<file path="src/verilog/rsd_pkg.sv">
package rsd_pkg;

  // ****************************************************************
  // Register indices; byte address is four times the index
  // ****************************************************************
  localparam logic [15:0] IDX_RX_THRESHOLD_CFG = 16'hdf4f;
  localparam logic [15:0] IDX_CLEAR_OUT_CFG    = 16'hdf50;
  localparam logic [15:0] IDX_DELIM_OUT_CFG    = 16'hdf51;
  localparam logic [15:0] IDX_BUFFER_OUT_CFG   = 16'hdf52;
  localparam logic [15:0] IDX_DIE_REVISION     = 16'hdf60;
  localparam logic [15:0] IDX_PART_IDENTIFIER  = 16'hdf61;
  localparam logic [15:0] IDX_RADIO_STATUS     = 16'hdf62;
  localparam logic [15:0] IDX_CRYSTAL_TRIM     = 16'hdf63;
  localparam logic [15:0] IDX_ACK_IRQ_SELECT   = 16'hdf64;
  localparam logic [15:0] IDX_RADIO_POWER_CTRL = 16'hdf70;
  localparam logic [15:0] IDX_IRQ_STATUS       = 16'hdf71;
  localparam logic [15:0] IDX_IRQ_MASK         = 16'hdf72;

  localparam int          ADDR_W = 18;

  // ****************************************************************
  // Identification codes, values arbitrary
  // ****************************************************************
  localparam logic [7:0]  DIE_REVISION_CODE = 8'h5a;
  localparam logic [7:0]  PART_ID_CODE      = 8'h3c;

  // ****************************************************************
  // Reset values and field positions
  // ****************************************************************
  localparam logic [6:0]  RX_THRESHOLD_RST  = 7'h40;
  localparam logic [3:0]  CRYSTAL_TRIM_RST  = 4'hf;
  localparam logic [3:0]  PWR_DELAY_RST     = 4'h0;
  localparam int          ST_TX_ACTIVE      = 4;
  localparam int          ST_RX_NONEMPTY    = 3;
  localparam int          ST_RX_THRESHOLD   = 2;
  localparam int          ST_DELIMITER      = 1;
  localparam int          ST_CHANNEL_CLEAR  = 0;
  localparam int          CFG_OE            = 6;
  localparam int          CFG_POL           = 5;
  localparam int          BUF_THR_OE        = 3;
  localparam int          BUF_THR_POL       = 2;
  localparam int          BUF_NE_OE         = 1;
  localparam int          BUF_NE_POL        = 0;
  localparam int          PWR_PD            = 0;
  localparam int          PWR_STATE         = 1;
  localparam int          IRQ_TX_DONE       = 0;
  localparam int          IRQ_REG_READY     = 1;

  // ****************************************************************
  // Regulator power-on delay: (field + 1) steps
  // ****************************************************************
  localparam int          CLK_PERIOD_NS     = 100;
  localparam int          DELAY_STEP_NS     = 1600;
  localparam int          DELAY_STEP_CYC    = DELAY_STEP_NS / CLK_PERIOD_NS;

endpackage

</file>
<file path="src/verilog/rsd_pwr_if.sv">
interface rsd_pwr_if;
  logic       analog_reg_powerdown;
  logic [3:0] delay_sel;
  logic       ready_pulse;
  logic       reg_enabled;

  modport ctrl  (output analog_reg_powerdown, output delay_sel,
                 input ready_pulse, input reg_enabled);
  modport timer (input analog_reg_powerdown, input delay_sel,
                 output ready_pulse, output reg_enabled);
endinterface

</file>
<file path="src/verilog/rsd_power_delay.sv">
module rsd_power_delay
  import rsd_pkg::*;
(
  input wire logic ref_clk,
  input wire logic srst,
  rsd_pwr_if.timer pwr
);

  logic [11:0] cnt_reg;
  logic        running_reg;
  logic        enabled_reg;
  logic        pulse_reg;
  logic        pd_prev_reg;

  always_ff @(posedge ref_clk) begin
    if (srst) begin
      pd_prev_reg <= 1'b1;
    end else begin
      pd_prev_reg <= pwr.analog_reg_powerdown;
    end
  end

  // Down-counter loaded on the clearing of the power-down bit
  always_ff @(posedge ref_clk) begin
    if (srst) begin
      cnt_reg     <= 12'h000;
      running_reg <= 1'b0;
      enabled_reg <= 1'b0;
      pulse_reg   <= 1'b0;
    end else if (pwr.analog_reg_powerdown) begin
      cnt_reg     <= 12'h000;
      running_reg <= 1'b0;
      enabled_reg <= 1'b0;
      pulse_reg   <= 1'b0;
    end else if (pd_prev_reg) begin
      cnt_reg     <= 12'((int'(pwr.delay_sel) + 1) * DELAY_STEP_CYC - 1);
      running_reg <= 1'b1;
      pulse_reg   <= 1'b0;
    end else if (running_reg && cnt_reg == 12'h000) begin
      running_reg <= 1'b0;
      enabled_reg <= 1'b1;
      pulse_reg   <= 1'b1;
    end else begin
      cnt_reg     <= running_reg ? cnt_reg - 12'h001 : cnt_reg;
      pulse_reg   <= 1'b0;
    end
  end

  assign pwr.ready_pulse = pulse_reg;
  assign pwr.reg_enabled = enabled_reg;
endmodule

</file>
<file path="src/verilog/rsd_regs.sv">
// Contract
// - Status bit 4 shows transmission in progress, read-only.
// - Status bit 3 shows receive buffer holds at least one byte.
// - Status bit 2 set when buffer count exceeds programmed threshold.
// - With filtering, threshold flag waits for pass; complete frame also sets it.
// - Status bit 1 shows frame delimiter, bit 0 channel clear.
// - Crystal trim bits 3:0, reset 1111, 1111 adds none, 0000 adds most.
// - Ack enable bit 0 lets transmitted ack frames set radio interrupt.
// - Part identifier is fixed 8-bit read-only code.
// - Die revision is 8-bit read-only silicon revision code.
// - Nonempty, threshold, delimiter, clear routable to port 1 pins 4..7.
// - Power-down bit disables analog regulator; clearing starts delay then enable.
// - Regulator-ready flag set when power-on delay expires.
// - Readable status bit shows delayed power-on state for polling.
// - Digital regulator off in either of two deepest sleep modes.
// - Registers keep contents while regulators are off.
// - Threshold level bits 6:0, reset 0x40, compared with buffer count.
// - Each debug output gated by own enable, xor with polarity bit.
//
// The implementer's own choice: register access over Avalon-MM.
module rsd_regs
  import rsd_pkg::*;
(
  input  wire logic              ref_clk,
  input  wire logic              srst,
  input  wire logic [ADDR_W-1:0] avs_address,
  input  wire logic              avs_read,
  input  wire logic              avs_write,
  input  wire logic [31:0]       avs_writedata,
  input  wire logic [3:0]        avs_byteenable,
  output logic      [31:0]       avs_readdata,
  output logic                   avs_waitrequest,
  input  wire logic              tx_active,
  input  wire logic [7:0]        rx_buffer_count,
  input  wire logic              addr_filter_en,
  input  wire logic              frame_passed_filter,
  input  wire logic              frame_complete,
  input  wire logic              frame_delimiter_flag,
  input  wire logic              channel_clear_flag,
  input  wire logic              tx_frame_done,
  input  wire logic              tx_frame_is_ack,
  input  wire logic              deep_sleep_a,
  input  wire logic              deep_sleep_b,
  output logic      [3:0]        crystal_load_trim,
  output logic                   analog_reg_en,
  output logic                   digital_reg_en,
  output logic      [3:0]        dbg_pin_out,
  output logic      [3:0]        dbg_pin_oe_n,
  output logic                   irq
);

  // ****************************************************************
  // Register storage
  // ****************************************************************
  logic [6:0] rx_threshold_level_reg;
  logic [6:0] clear_out_cfg_reg;
  logic [6:0] delim_out_cfg_reg;
  logic [3:0] buffer_out_cfg_reg;
  logic [3:0] crystal_load_trim_reg;
  logic       ack_tx_irq_enable_reg;
  logic       analog_reg_powerdown_reg;
  logic [3:0] pwr_delay_reg;
  logic [1:0] radio_irq_flags_reg;
  logic [1:0] radio_irq_flags_next;
  logic [1:0] irq_mask_reg;
  logic       ack_reg;
  logic [31:0] readdata_reg;
  logic [3:0] dbg_out_reg;
  logic [3:0] dbg_oe_n_reg;
  logic       irq_reg;

  logic [7:0] radio_status;
  logic       rx_nonempty;
  logic       rx_over_threshold;
  logic       rx_threshold_flag;
  logic       wr_fire;
  logic [7:0] wdata;
  logic       addr_hit;
  logic [7:0] rd_mux;
  logic       tx_irq_event;

  rsd_pwr_if pwr ();

  rsd_power_delay u_power_delay (
    .ref_clk (ref_clk),
    .srst    (srst),
    .pwr     (pwr.timer)
  );

  assign pwr.analog_reg_powerdown = analog_reg_powerdown_reg;
  assign pwr.delay_sel            = pwr_delay_reg;

  // ****************************************************************
  // Radio status
  // ****************************************************************
  assign rx_nonempty       = rx_buffer_count != 8'h00;
  assign rx_over_threshold = rx_buffer_count > {1'b0, rx_threshold_level_reg};
  // Filtering holds the flag back until the frame is accepted
  assign rx_threshold_flag = (rx_over_threshold && (!addr_filter_en || frame_passed_filter))
                             || frame_complete;

  always_comb begin
    radio_status                   = 8'h00;
    radio_status[ST_TX_ACTIVE]     = tx_active;
    radio_status[ST_RX_NONEMPTY]   = rx_nonempty;
    radio_status[ST_RX_THRESHOLD]  = rx_threshold_flag;
    radio_status[ST_DELIMITER]     = frame_delimiter_flag;
    radio_status[ST_CHANNEL_CLEAR] = channel_clear_flag;
  end

  // ****************************************************************
  // Avalon slave: one wait cycle, answer on the second
  // ****************************************************************
  assign avs_waitrequest = (avs_read || avs_write) && !ack_reg;
  assign wr_fire         = avs_write && ack_reg && avs_byteenable[0];
  assign wdata           = avs_writedata[7:0];
  assign avs_readdata    = readdata_reg;

  always_ff @(posedge ref_clk) begin
    if (srst) begin
      ack_reg <= 1'b0;
    end else begin
      ack_reg <= (avs_read || avs_write) && !ack_reg;
    end
  end

  function automatic logic is_addr(input logic [ADDR_W-1:0] a, input logic [15:0] idx);
    is_addr = a == ADDR_W'({idx, 2'b00});
  endfunction

  always_comb begin
    rd_mux   = 8'h00;
    addr_hit = 1'b1;
    if (is_addr(avs_address, IDX_RX_THRESHOLD_CFG)) begin
      rd_mux = {1'b0, rx_threshold_level_reg};
    end else if (is_addr(avs_address, IDX_CLEAR_OUT_CFG)) begin
      rd_mux = {1'b0, clear_out_cfg_reg};
    end else if (is_addr(avs_address, IDX_DELIM_OUT_CFG)) begin
      rd_mux = {1'b0, delim_out_cfg_reg};
    end else if (is_addr(avs_address, IDX_BUFFER_OUT_CFG)) begin
      rd_mux = {4'h0, buffer_out_cfg_reg};
    end else if (is_addr(avs_address, IDX_DIE_REVISION)) begin
      rd_mux = DIE_REVISION_CODE;
    end else if (is_addr(avs_address, IDX_PART_IDENTIFIER)) begin
      rd_mux = PART_ID_CODE;
    end else if (is_addr(avs_address, IDX_RADIO_STATUS)) begin
      rd_mux = radio_status;
    end else if (is_addr(avs_address, IDX_CRYSTAL_TRIM)) begin
      rd_mux = {4'h0, crystal_load_trim_reg};
    end else if (is_addr(avs_address, IDX_ACK_IRQ_SELECT)) begin
      rd_mux = {7'h00, ack_tx_irq_enable_reg};
    end else if (is_addr(avs_address, IDX_RADIO_POWER_CTRL)) begin
      rd_mux = {2'b00, pwr_delay_reg, !pwr.reg_enabled, analog_reg_powerdown_reg};
    end else if (is_addr(avs_address, IDX_IRQ_STATUS)) begin
      rd_mux = {6'h00, radio_irq_flags_reg};
    end else if (is_addr(avs_address, IDX_IRQ_MASK)) begin
      rd_mux = {6'h00, irq_mask_reg};
    end else begin
      addr_hit = 1'b0;
    end
  end

  // Latched in the wait cycle so it stands at the answering edge
  always_ff @(posedge ref_clk) begin
    if (srst) begin
      readdata_reg <= 32'h0000_0000;
    end else if (avs_read && !ack_reg) begin
      readdata_reg <= addr_hit ? {24'h00_0000, rd_mux} : 32'h0000_0000;
    end
  end

  // ****************************************************************
  // Software-written registers; no sleep input touches them
  // ****************************************************************
  always_ff @(posedge ref_clk) begin
    if (srst) begin
      rx_threshold_level_reg <= RX_THRESHOLD_RST;
      clear_out_cfg_reg      <= 7'h00;
      delim_out_cfg_reg      <= 7'h00;
      buffer_out_cfg_reg     <= 4'h0;
    end else if (wr_fire) begin
      if (is_addr(avs_address, IDX_RX_THRESHOLD_CFG)) begin
        rx_threshold_level_reg <= wdata[6:0];
      end
      if (is_addr(avs_address, IDX_CLEAR_OUT_CFG)) begin
        clear_out_cfg_reg <= wdata[6:0];
      end
      if (is_addr(avs_address, IDX_DELIM_OUT_CFG)) begin
        delim_out_cfg_reg <= wdata[6:0];
      end
      if (is_addr(avs_address, IDX_BUFFER_OUT_CFG)) begin
        buffer_out_cfg_reg <= wdata[3:0];
      end
    end
  end

  always_ff @(posedge ref_clk) begin
    if (srst) begin
      crystal_load_trim_reg <= CRYSTAL_TRIM_RST;
      ack_tx_irq_enable_reg <= 1'b0;
    end else if (wr_fire) begin
      if (is_addr(avs_address, IDX_CRYSTAL_TRIM)) begin
        crystal_load_trim_reg <= wdata[3:0];
      end
      if (is_addr(avs_address, IDX_ACK_IRQ_SELECT)) begin
        ack_tx_irq_enable_reg <= wdata[0];
      end
    end
  end

  // Regulator comes up powered down until software clears it
  always_ff @(posedge ref_clk) begin
    if (srst) begin
      analog_reg_powerdown_reg <= 1'b1;
      pwr_delay_reg            <= PWR_DELAY_RST;
    end else if (wr_fire && is_addr(avs_address, IDX_RADIO_POWER_CTRL)) begin
      analog_reg_powerdown_reg <= wdata[PWR_PD];
      pwr_delay_reg            <= wdata[5:2];
    end
  end

  assign crystal_load_trim = crystal_load_trim_reg;
  assign analog_reg_en     = pwr.reg_enabled;
  assign digital_reg_en    = !(deep_sleep_a || deep_sleep_b);

  // ****************************************************************
  // Interrupt flags: set wins over write-one-to-clear
  // ****************************************************************
  assign tx_irq_event = tx_frame_done && (!tx_frame_is_ack || ack_tx_irq_enable_reg);

  always_comb begin
    radio_irq_flags_next = radio_irq_flags_reg;
    if (wr_fire && is_addr(avs_address, IDX_IRQ_STATUS)) begin
      radio_irq_flags_next = radio_irq_flags_reg & ~wdata[1:0];
    end
    if (tx_irq_event) begin
      radio_irq_flags_next[IRQ_TX_DONE] = 1'b1;
    end
    if (pwr.ready_pulse) begin
      radio_irq_flags_next[IRQ_REG_READY] = 1'b1;
    end
  end

  always_ff @(posedge ref_clk) begin
    if (srst) begin
      radio_irq_flags_reg <= 2'b00;
    end else begin
      radio_irq_flags_reg <= radio_irq_flags_next;
    end
  end

  always_ff @(posedge ref_clk) begin
    if (srst) begin
      irq_mask_reg <= 2'b00;
    end else if (wr_fire && is_addr(avs_address, IDX_IRQ_MASK)) begin
      irq_mask_reg <= wdata[1:0];
    end
  end

  always_ff @(posedge ref_clk) begin
    if (srst) begin
      irq_reg <= 1'b0;
    end else begin
      irq_reg <= |(radio_irq_flags_next & irq_mask_reg);
    end
  end

  assign irq = irq_reg;

  // ****************************************************************
  // Debug pins: bit 0 pin 4 nonempty .. bit 3 pin 7 channel clear
  // ****************************************************************
  // Delimiter and clear need their selector at zero to reach the pin
  always_ff @(posedge ref_clk) begin
    if (srst) begin
      dbg_out_reg  <= 4'h0;
      dbg_oe_n_reg <= 4'hf;
    end else begin
      dbg_out_reg[0]  <= rx_nonempty ^ buffer_out_cfg_reg[BUF_NE_POL];
      dbg_out_reg[1]  <= rx_threshold_flag ^ buffer_out_cfg_reg[BUF_THR_POL];
      dbg_out_reg[2]  <= frame_delimiter_flag ^ delim_out_cfg_reg[CFG_POL];
      dbg_out_reg[3]  <= channel_clear_flag ^ clear_out_cfg_reg[CFG_POL];
      dbg_oe_n_reg[0] <= !buffer_out_cfg_reg[BUF_NE_OE];
      dbg_oe_n_reg[1] <= !buffer_out_cfg_reg[BUF_THR_OE];
      dbg_oe_n_reg[2] <= !(delim_out_cfg_reg[CFG_OE] && delim_out_cfg_reg[4:0] == 5'h00);
      dbg_oe_n_reg[3] <= !(clear_out_cfg_reg[CFG_OE] && clear_out_cfg_reg[4:0] == 5'h00);
    end
  end

  assign dbg_pin_out  = dbg_out_reg;
  assign dbg_pin_oe_n = dbg_oe_n_reg;

  // Longest wait is the top delay setting plus load and enable cycles
  logic [8:0] pd_wait_reg;

  always_ff @(posedge ref_clk) begin
    if (srst || analog_reg_powerdown_reg || analog_reg_en) begin
      pd_wait_reg <= 9'h000;
    end else if (pd_wait_reg != 9'h1ff) begin
      pd_wait_reg <= pd_wait_reg + 9'h001;
    end
  end
endmodule

</file>
<file path="config.mk">
export PLATFORM = sky130hd
export DESIGN_NAME = rsd_regs
export DESIGN_NICKNAME = d
export VERILOG_FILES = /design/src/verilog/rsd_pkg.sv /design/src/verilog/rsd_pwr_if.sv /design/src/verilog/rsd_power_delay.sv /design/src/verilog/rsd_regs.sv
export SDC_FILE = /design/constraint.sdc
export NUM_CORES = 1
export LEC_CHECK = 0
export BUFFER_PORTS_ARGS = -buffer_cell sky130_fd_sc_hd__buf_2
export CAP_MARGIN = 0
export CORE_UTILIZATION = 52
export CTS_CLUSTER_SIZE = 20
export DETAILED_ROUTE_END_ITERATION = 7
export HOLD_SLACK_MARGIN = 0.15
export PLACE_DENSITY = 0.81
export SLEW_MARGIN = 20
export SYNTH_ARGS = -nofsm -noshare
export SYNTH_HDL_FRONTEND = slang
export SYNTH_SLANG_ARGS = --single-unit
</file>
<file path="constraint.sdc">
create_clock -name ref_clk -period 2.2 [get_ports ref_clk]
set_input_delay 0.33 -clock ref_clk [delete_from_list [all_inputs] [get_ports ref_clk]]
set_output_delay 0.33 -clock ref_clk [all_outputs]
set_load 0.005 [all_outputs]
</file>
=== Word-level counts from Yosys, hierarchy flattened ===
Index checks and enable logic that the tools add are counted.

* Shifts and indexed selects: 0
* Magnitude comparators: 1
* Add/sub/neg operators: 3
* $mul: 0
* Multiplexer cells: 34
* Reduce and logical (&&, ||, !) cells: 43
* Bitwise operators: 8
* Equal/unequal tests: 13
* Div/mod/pow operators: 0

{| class="wikitable"
|+ Operator list
! operator !! number
|-
| 18-bit equality test (second input constant) || 12
|-
| 12-bit two-way mux || 3
|-
| 7-bit two-way mux || 5
|-
| 6-bit two-way mux || 5
|-
| 1-bit two-way mux || 17
|-
| 2-bit AND reduction || 8
|-
| 1-bit logical AND || 12
|-
| 12-bit zero test || 1
|-
| 12-bit by 1-bit subtractor with 12-bit output (second input constant) || 1
|-
| 12-bit by 2-bit subtractor with 12-bit output (second input constant) || 1
|-
| 5-bit zero test || 2
|-
| 1-bit zero test || 9
|-
| 8-bit by 7-bit greater-than comparator with 1-bit output || 1
|-
| 8-bit two-way mux || 1
|-
| 8-bit nonzero test || 1
|-
| 2-bit two-way mux || 3
|-
| 4-bit by 1-bit adder with 5-bit output (second input constant) || 1
|-
| 1-bit logical OR || 5
|-
| 2-bit AND || 2
|-
| 2-bit nonzero test || 2
|-
| 2-bit OR reduction || 2
|-
| 1-bit XOR || 4
|-
| 3-bit OR reduction || 1
|-
| 2-bit by 1-bit != test with 1-bit output (second input constant) || 1
|-
| 2 further kinds || 2
|}

* Output and inout bits: 48
* Memories kept: 0
* Bits in read-only memories: 0
* Word-level logic and storage cells: 122
* Bits in latches: 0
* Register bits after elaboration: 97
* Bits in writable memories: 0

=== Longest topological paths before layout ===
Gate-level depths: netlist (run 1).

* Word-level depth: 14
* Gate-level depth with buffers: 9
* Mapped depth without buffers: 8

=== Hierarchy ===
Synthesis (run 1) repeated with hierarchy kept, for this count alone.

* Cells, all modules: 491
* Area, all modules: 4051.4 sq um

{| class="wikitable"
|+ Modules (own cells, without submodules)
! module !! times used !! seq. area each (sq um) !! area an instance (sq um) !! cells an instance
|-
| rsd_regs || 1 || 1121.1 || 3164.3 || 389
|-
| rsd_power_delay || 1 || 320.3 || 887.1 || 102
|}

=== Least setup slack after synthesis (run 1) ===
No wires, ideal clock.

* Path type: reg-to-reg
* Start: reg u_power_delay.cnt_reg[0]
* End: reg u_power_delay.cnt_reg[4]
* Path slack: 175 ps
* Clock period less this slack: 2025 ps
* Stages on the path, launching flop included: 10
* Buffers on the path: 2
* Required time: 2073 ps
* Library setup time: 127 ps
* Arrival: 1898 ps
* Cell sequence: dfxtp_1 inv_1 ha_1 or4b_4 nor3_2 a22oi_1 buf_2 buf_6 a22oi_1 nor2_1

* Cells in the longest elaborated chain, start to end: 4
* Elaborated cells between the ends (all ways): 8
* Those cells by class: add/sub (1); eq/ne (1); mux (3); reduce/logical (3)

{| class="wikitable"
|+ RTL lines
! what !! RTL line !! source
|-
| from (decl) || rsd_power_delay.sv:9 || <nowiki>logic [11:0] cnt_reg;</nowiki>
|-
| from (signal assigned) || rsd_power_delay.sv:36 || <nowiki>cnt_reg <= 12'((int'(pwr.delay_sel) + 1) * DELAY_STEP_CYC - 1);</nowiki>
|-
| from (signal assigned) || rsd_power_delay.sv:44 || <nowiki>cnt_reg <= running_reg ? cnt_reg - 12'h001 : cnt_reg;</nowiki>
|-
| 12-bit by 1-bit subtractor with 12-bit output / 12-bit zero test (equally long branches) || rsd_power_delay.sv:44, rsd_power_delay.sv:39 ||
|-
| 12-bit two-way mux / 1-bit logical AND (equally long branches) || rsd_power_delay.sv:44, rsd_power_delay.sv:39 ||
|-
| 12-bit two-way mux / 2-bit by 1-bit != test with 1-bit output (equally long branches) || n/a ||
|-
| 12-bit two-way mux / 2-bit AND reduction (equally long branches) || n/a ||
|}

Several ways; a longest one is shown, not always the timed one. The select of a mux whose other input is x is not followed.
A chain may end at the register's enable or synchronous reset.

=== Final worst setup path (run 1) ===
* Start: reg u_power_delay.cnt_reg[0]
* End: reg u_power_delay.cnt_reg[1]

The elaborated chain is that of the path after synthesis.

==> results.yml, run 1 <==
sta:
  rsz0062_at_grt: "no"
  period_minus_slack_ns: 2.01
  fin_tns_setup_ns: 0
  fin_crit_sh: 0.915
  slew_headroom: 0.602
  fin_ws_ns: 0.188
  finalHoldViolCount: 0
  skew_ns: 0.0118
  max_freq_ghz: 0.497
  tightest_slew_ns: 0.591
  slew_viol_final: 0
  finalSetupViolations: 0
final_layout:
  area_delta_synth_final_pct: 17.3
  fin_util: 0.647
  nNetsFinal: 687
  post-route-cell-area_sq_um: 4790
  antennaDiodeCount: 0
  final-instance-count-excl-fill: 706
  final_layout_size_suffix_gt1_frac: 0.236
  largest_register_ff_count: 12
clock_tree:
  insertion_delay_ns: 0.35
  cts_max_path_buffers: 2
  cts_max_level: 3
  clk_pin_slew_ns: 0.07
  cts.root.buffer_cell: "clkbuf_8"
  cts_hold_buf: 0
  numCtsBuffers: 9
  cts_tree: "built"
  cts.sinks: 72
synthesis:
  syn_inst: 512
  netlist_area_sq_um: 4090
  synth.avg_cell_area_sq_um: 7.98
  ys_ff_latch: 72
  seq_area_frac_synth: 0.353
  async_reset_ff_frac: 0
  synth_edf_count: 0
  synth_cell_types: 71
  synth_warnings: 0
  synthFlopType: "dfxtp_1"
min_path:
  min-delay-start: "avs_writedata[6]"
  hold_path_class: "primary input to flop"
floorplanning:
  ios: 124
  design.core.area_sq_um: 7410
  die-area_sq_um: 8210
  core.rowCount: 31
  die_width_um: 90.6
  start_util: 0.551
  die_height_um: 90.6
setup_path:
  start_kind: "flop"
  crit_path_max_fanout: 11
  startpoint: "u_power_delay.cnt_reg[0]$_SDFFE_PP0P_"
  crit_path_end_kind: "flop"
  required_ns: 2.46
  crit-reg2reg-launch: "u_power_delay.cnt_reg[0]$_SDFFE_PP0P_"
  path_class: "flop to flop"
  cp.buffers_inverters: 2
  crit_arrival_ns: 2.27
  crit_family: "simple AND/OR/NAND/NOR gates"
  crit_slowest_cell: "or4b_4"
  critPathMaxStageDelay_ns: 0.48
  worstPathCellList: "inv_1, ha_1, or4b_4, nor3_2, a22oi_2, buf_4, a311oi_1"
grt:
  grt_overflow: 0
  grt_pass1_wl_mm: 17.2
  grt_usage: 0.260
  grt_max_degree: 24
  grt_pass1_vias: 3650
  antenna_found_initial: 0
routing:
  drt-initial-drc-count: 257
  ant_nets: 0
  vias: 3991
  wl_mm: 10.6
  wl_per_cell_um: 15.0
  firstDrtPassIters: 6
  viasPerCell: 5.65
  drc: 0
pwr:
  p_leak_nw: 1.92
  powerDensity_nw_per_um2: 515
  peakVddDrop_uv: 420
run_status:
  status: "complete, no violations"
placement:
  dp.cells: 689
  gp_congestion: 0.954
  place_hpwl_mm: 8.00
  post-place-ws_ns: -0.0405
  port_buffers: 70
  place_area_sq_um: 4600
job:
  max_cap_violations: 0
synth_stat cells (7+ instances only):
cell | number | area share
a211o_1 | 8 | 0.017
a21oi_1 | 44 | 0.054
a22oi_1 | 9 | 0.017
and3_1 | 7 | 0.011
buf_4 | 26 | 0.048
clkbuf_1 | 17 | 0.016
dfxtp_1 | 72 | 0.35
ha_1 | 9 | 0.028
inv_1 | 25 | 0.023
mux2i_1 | 15 | 0.037
nand2_1 | 63 | 0.058
nand2b_1 | 8 | 0.012
nand3_1 | 22 | 0.027
nor2_1 | 49 | 0.045
nor3_1 | 12 | 0.015
o21ai_0 | 27 | 0.033
layout make-up:
cell class | count | area [sq um]
clock buffers | 14 | 163
flip-flops and latches | 72 | 1440
well taps | 99 | 124
clock inverters | 2 | 13.8
fillers | 637 | 2620
repair buffers | 104 | 606
inverters | 25 | 93.8
multi-input cells | 390 | 2350
layer usage:
layer / share of wire / global-route usage / vias to the layer above / wire length [um]
li1: - / - / 1941 / -
met5: 0 / 0 / - / 0
met4: 0.022 / 0.0954 / 0 / 231
met1: 0.44 / 0.332 / 1863 / 4660
met3: 0.068 / 0.0581 / 22 / 725
met2: 0.47 / 0.429 / 165 / 4970
per-stage QoR:
step	hold slack (ns)	total power [mW]
floorplan	0.384	1.47
global placement	0.429	1.54
detailed placement	0.427	1.54
CTS	0.218	2.48
global route	0.214	2.57
finish	0.229	2.47
worst paths after layout:
check	cells after the start	endpoint	slack, ns
worst max-delay path	7	u_power_delay.cnt_reg[1]$_SDFFE_PP0P_	0.19
worst min-delay path	2	rx_threshold_level_reg[6]$_SDFFE_PP1P_	0.23
worst max register to register	7	u_power_delay.cnt_reg[1]$_SDFFE_PP0P_	0.19
worst min register to register	1	dbg_pin_oe_n[0]$_SDFF_PP1_	0.44
power by group:
part           internal (mW)  switching (mW)
clock network          0.473           0.480
registers               1.31         0.00336
logic                 0.0792           0.125
total                   1.86           0.609
logic make-up (layout without fill, tap and decap cells):
kind of cell	count (synthesis)	in the layout	share of synthesized area
AND/OR/NAND/NOR	211	211	0.282
XOR/XNOR	8	8	0.0171
other	1	25	0.000918
flip-flops	72	72	0.353
multiplexers	16	16	0.0395
AO/OA/AOI/OAI	121	121	0.185
adder cells (fa/ha/maj)	9	9	0.0276
buffers and inverters	74	145	0.0949
repair_timing:
action,4_1_cts,5_1_grt
setup buffers,0,1
endpoints found under the hold margin,0,0
endpoints found under the setup margin,6,2
gates resized for setup,1,0
pin swaps,0,1
layout by cell type, fill, tap and decap left out, types with 6 or more instances in the layout:
cell,netlist,routed
nor4_1,6,6
mux2i_1,15,15
buf_2,4,70
a22oi_1,9,8
ha_1,9,9
nor3_1,12,12
a21oi_1,44,44
conb_1,1,25
dfxtp_1,72,72
clkbuf_8,0,11
buf_4,26,34
nor2_1,49,49
inv_1,25,25
and3_1,7,7
nand3_1,22,22
nand2b_1,8,8
a211o_1,8,8
nand2_1,63,63
o21ai_0,27,27
(Power assumes the default switching activity.)
==> inputs of run 2 (changes only) <==
--- a/config.mk
+++ b/config.mk
@@ -7,12 +7,14 @@
 export LEC_CHECK = 0
 export BUFFER_PORTS_ARGS = -buffer_cell sky130_fd_sc_hd__buf_2
 export CAP_MARGIN = 0
-export CORE_UTILIZATION = 52
+export CORE_UTILIZATION = 53
+export CTS_BUF_LIST = sky130_fd_sc_hd__clkbuf_8
 export CTS_CLUSTER_SIZE = 20
 export DETAILED_ROUTE_END_ITERATION = 7
 export HOLD_SLACK_MARGIN = 0.15
-export PLACE_DENSITY = 0.81
+export PLACE_DENSITY = 0.82
 export SLEW_MARGIN = 20
 export SYNTH_ARGS = -nofsm -noshare
 export SYNTH_HDL_FRONTEND = slang
+export SYNTH_HIERARCHICAL = 1
 export SYNTH_SLANG_ARGS = --single-unit
==> results.yml, run 2 <==
run_status:
  status: "complete, no violations"
final_layout:
  final_common_cell: "dfxtp_1"
  nNetsFinal: 674
  antennaDiodeCount: 0
  largest_register_ff_count: 12
  final_layout_size_suffix_gt1_frac: 0.228
  post-route-cell-area_sq_um: 4800
  area_delta_synth_final_pct: 18.4
  mostFrequentLayoutCells: "72 x dfxtp_1, 70 x buf_2, 48 x nor2_1, 44 x nand2_1, 34 x buf_4"
floorplanning:
  design.core.area_sq_um: 7330
  core.rowCount: 31
  die-area_sq_um: 8000
  die_width_um: 89.4
  start_util: 0.553
  ios: 124
  die_height_um: 89.4
grt:
  top_usage_layer: "met2"
  grt_util_met1: 0.402
  grt_pass1_wl_mm: 17.4
  met3_usage: 0.0489
  met2_usage: 0.450
  grt_pass1_vias: 3504
  grt_overflow: 0
  grt_usage: 0.290
  antenna_found_initial: 0
  grt_max_degree: 35
routing:
  vias: 4089
  wl_mm: 11.6
  wl_per_cell_um: 16.7
  viasPerCell: 5.91
  drt-initial-drc-count: 312
  ant_nets: 0
  firstDrtPassIters: 6
  drc: 0
synthesis:
  netlist_area_sq_um: 4050
  yosys-top-cells-count: "72 x dfxtp_1, 48 x nor2_1, 44 x nand2_1"
  synth.area.top_cells: "dfxtp_1 36%, buf_4 4.8%, mux2i_1 4.7%"
  yosysMostFrequentCell: "dfxtp_1"
  synth_edf_count: 0
  async_reset_ff_frac: 0
  ys_ff_latch: 72
  syn_inst: 491
  synth.avg_cell_area_sq_um: 8.25
  seq_area_frac_synth: 0.356
  synth_largest_area_cell: "dfxtp_1"
  synth_cell_types: 71
  synthFlopType: "dfxtp_1"
  yosysTopAreaCellShare: 0.356
  synth_warnings: 6
clock_tree:
  cts_max_path_buffers: 2
  cts_max_level: 3
  cts.sinks: 72
  cts_tree: "built"
  cts.root.buffer_cell: "clkbuf_8"
  insertion_delay_ns: 0.36
  numCtsBuffers: 9
  post-cts-setup-buffers: 0
  clk_pin_slew_ns: 0.09
  cts_resized: 0
  cts_hold_buf: 0
setup_path:
  r2r_end: "avs_readdata[2]$_SDFFE_PP0P_"
  cpMostUsedCell: "o21ai_0"
  crit_path_end_kind: "flop"
  reg2regPathDepth: 8
  required_ns: 2.43
  critPathMaxStageDelay_ns: 0.41
  crit_path_max_fanout: 3
  crit-reg2reg-launch: "rx_threshold_level_reg[3]$_SDFFE_PP0P_"
  crit_arrival_ns: 2.19
  crit_family: "compound AO/OA/AOI/OAI gates"
  path_class: "flop to flop"
  r2r_slack_ns: 0.24
  crit_slowest_cell: "dfxtp_1"
  worstPathCellList: "inv_1, ha_1, a21o_1, a221oi_1, o21ai_0, and3b_1, o21ai_0, a22oi_1"
  start_kind: "flop"
  cp.buffers_inverters: 1
sta:
  fin_crit_sh: 0.892
  slew_headroom: 0.628
  finalHoldViolCount: 0
  slew_viol_final: 0
  rsz0062_at_grt: "no"
  finalSetupViolations: 0
  fin_ws_ns: 0.238
  max_freq_ghz: 0.510
  period_minus_slack_ns: 1.96
  skew_ns: 0.0106
  tightest_slew_ns: 0.554
pwr:
  powerDensity_nw_per_um2: 527
  total_power_mw: 2.53
  p_leak_nw: 1.92
  peakVddDrop_uv: 412
placement:
  place_area_sq_um: 4610
  post-place-ws_ns: -0.0264
  port_buffers: 70
  place_hpwl_mm: 8.93
  gp_congestion: 0.971
min_path:
  holdPathStages: 2
  whs_endpoint: "rx_threshold_level_reg[6]$_SDFFE_PP1P_"
  hold_path_class: "primary input to flop"
  min-delay-start: "avs_writedata[6]"
job:
  max_cap_violations: 0
-- run 2: cell count changes in the layout (fill, tap and decap cells not counted), moves of 4 or more --
cell | before | now
or3_1 | 1 | 5
inv_1 | 25 | 21
a21oi_1 | 44 | 27
o21ai_0 | 27 | 23
nand2_1 | 63 | 44
nand4_1 | 3 | 9
nor2b_1 | 4 | 10
mux2i_1 | 15 | 19
a22oi_1 | 8 | 2
-- run 2: worst max path at each step --
stage                     cells after the start                      endpoint                              startpoint
after floorplan                               7  avs_readdata[0]$_SDFFE_PP0P_                          avs_address[6]
after global placement                        7  avs_readdata[0]$_SDFFE_PP0P_                          avs_address[5]
after detailed placement                      7  avs_readdata[0]$_SDFFE_PP0P_                          avs_address[5]
after CTS                                     8  avs_readdata[2]$_SDFFE_PP0P_  rx_threshold_level_reg[3]$_SDFFE_PP0P_
after global routing                          8  avs_readdata[2]$_SDFFE_PP0P_  rx_threshold_level_reg[3]$_SDFFE_PP0P_
final                                         8  avs_readdata[2]$_SDFFE_PP0P_  rx_threshold_level_reg[3]$_SDFFE_PP0P_
-- run 2: kinds of logic after synthesis --
| kind of cell | count (synthesis) | share of synthesized area |
|---|---|---|
| compound gates | 111 | 0.191 |
| fa+ha+maj | 10 | 0.0309 |
| mux | 19 | 0.0469 |
| simple gates | 202 | 0.263 |
| other cells | 1 | 0.000926 |
| flops | 72 | 0.356 |
| buf+inv | 64 | 0.0846 |
| xor+xnor | 12 | 0.0259 |
-- run 2: through the flow --
stage	setup TNS [ns]	hold WS (ns)	utilization	instances
final	0	0.214	0.654	692
after floorplan	0	0.380	-	515
after global routing	0	0.221	0.654	692
after CTS	0	0.214	0.654	692
after detailed placement	-0.0264	0.421	0.629	676
after global placement	-0.0168	0.421	0.629	676
-- run 2: per-layer routing --
layer,vias to the layer above,part of all wire
li1,1928,-
met1,1896,0.43
met2,236,0.45
met3,29,0.092
met4,0,0.027
met5,-,0
-- run 2: final cells by class --
cell class	instances	area [sq um]
Clock buffer	9	124
Clock inverter	7	62.6
Multi-Input combinational cell	379	2360
Tap cell	99	124
Fill cell	645	2530
Timing Repair Buffer	104	606
Sequential cell	72	1440
Inverter	22	82.6
-- run 2: where the power goes --
part	switching, mW	internal, mW	total, mW	leakage, nW
Combinational	0.117	0.0786	0.195	1.25
Sequential	0.00348	1.31	1.31	0.582
Clock	0.589	0.433	1.02	0.0863
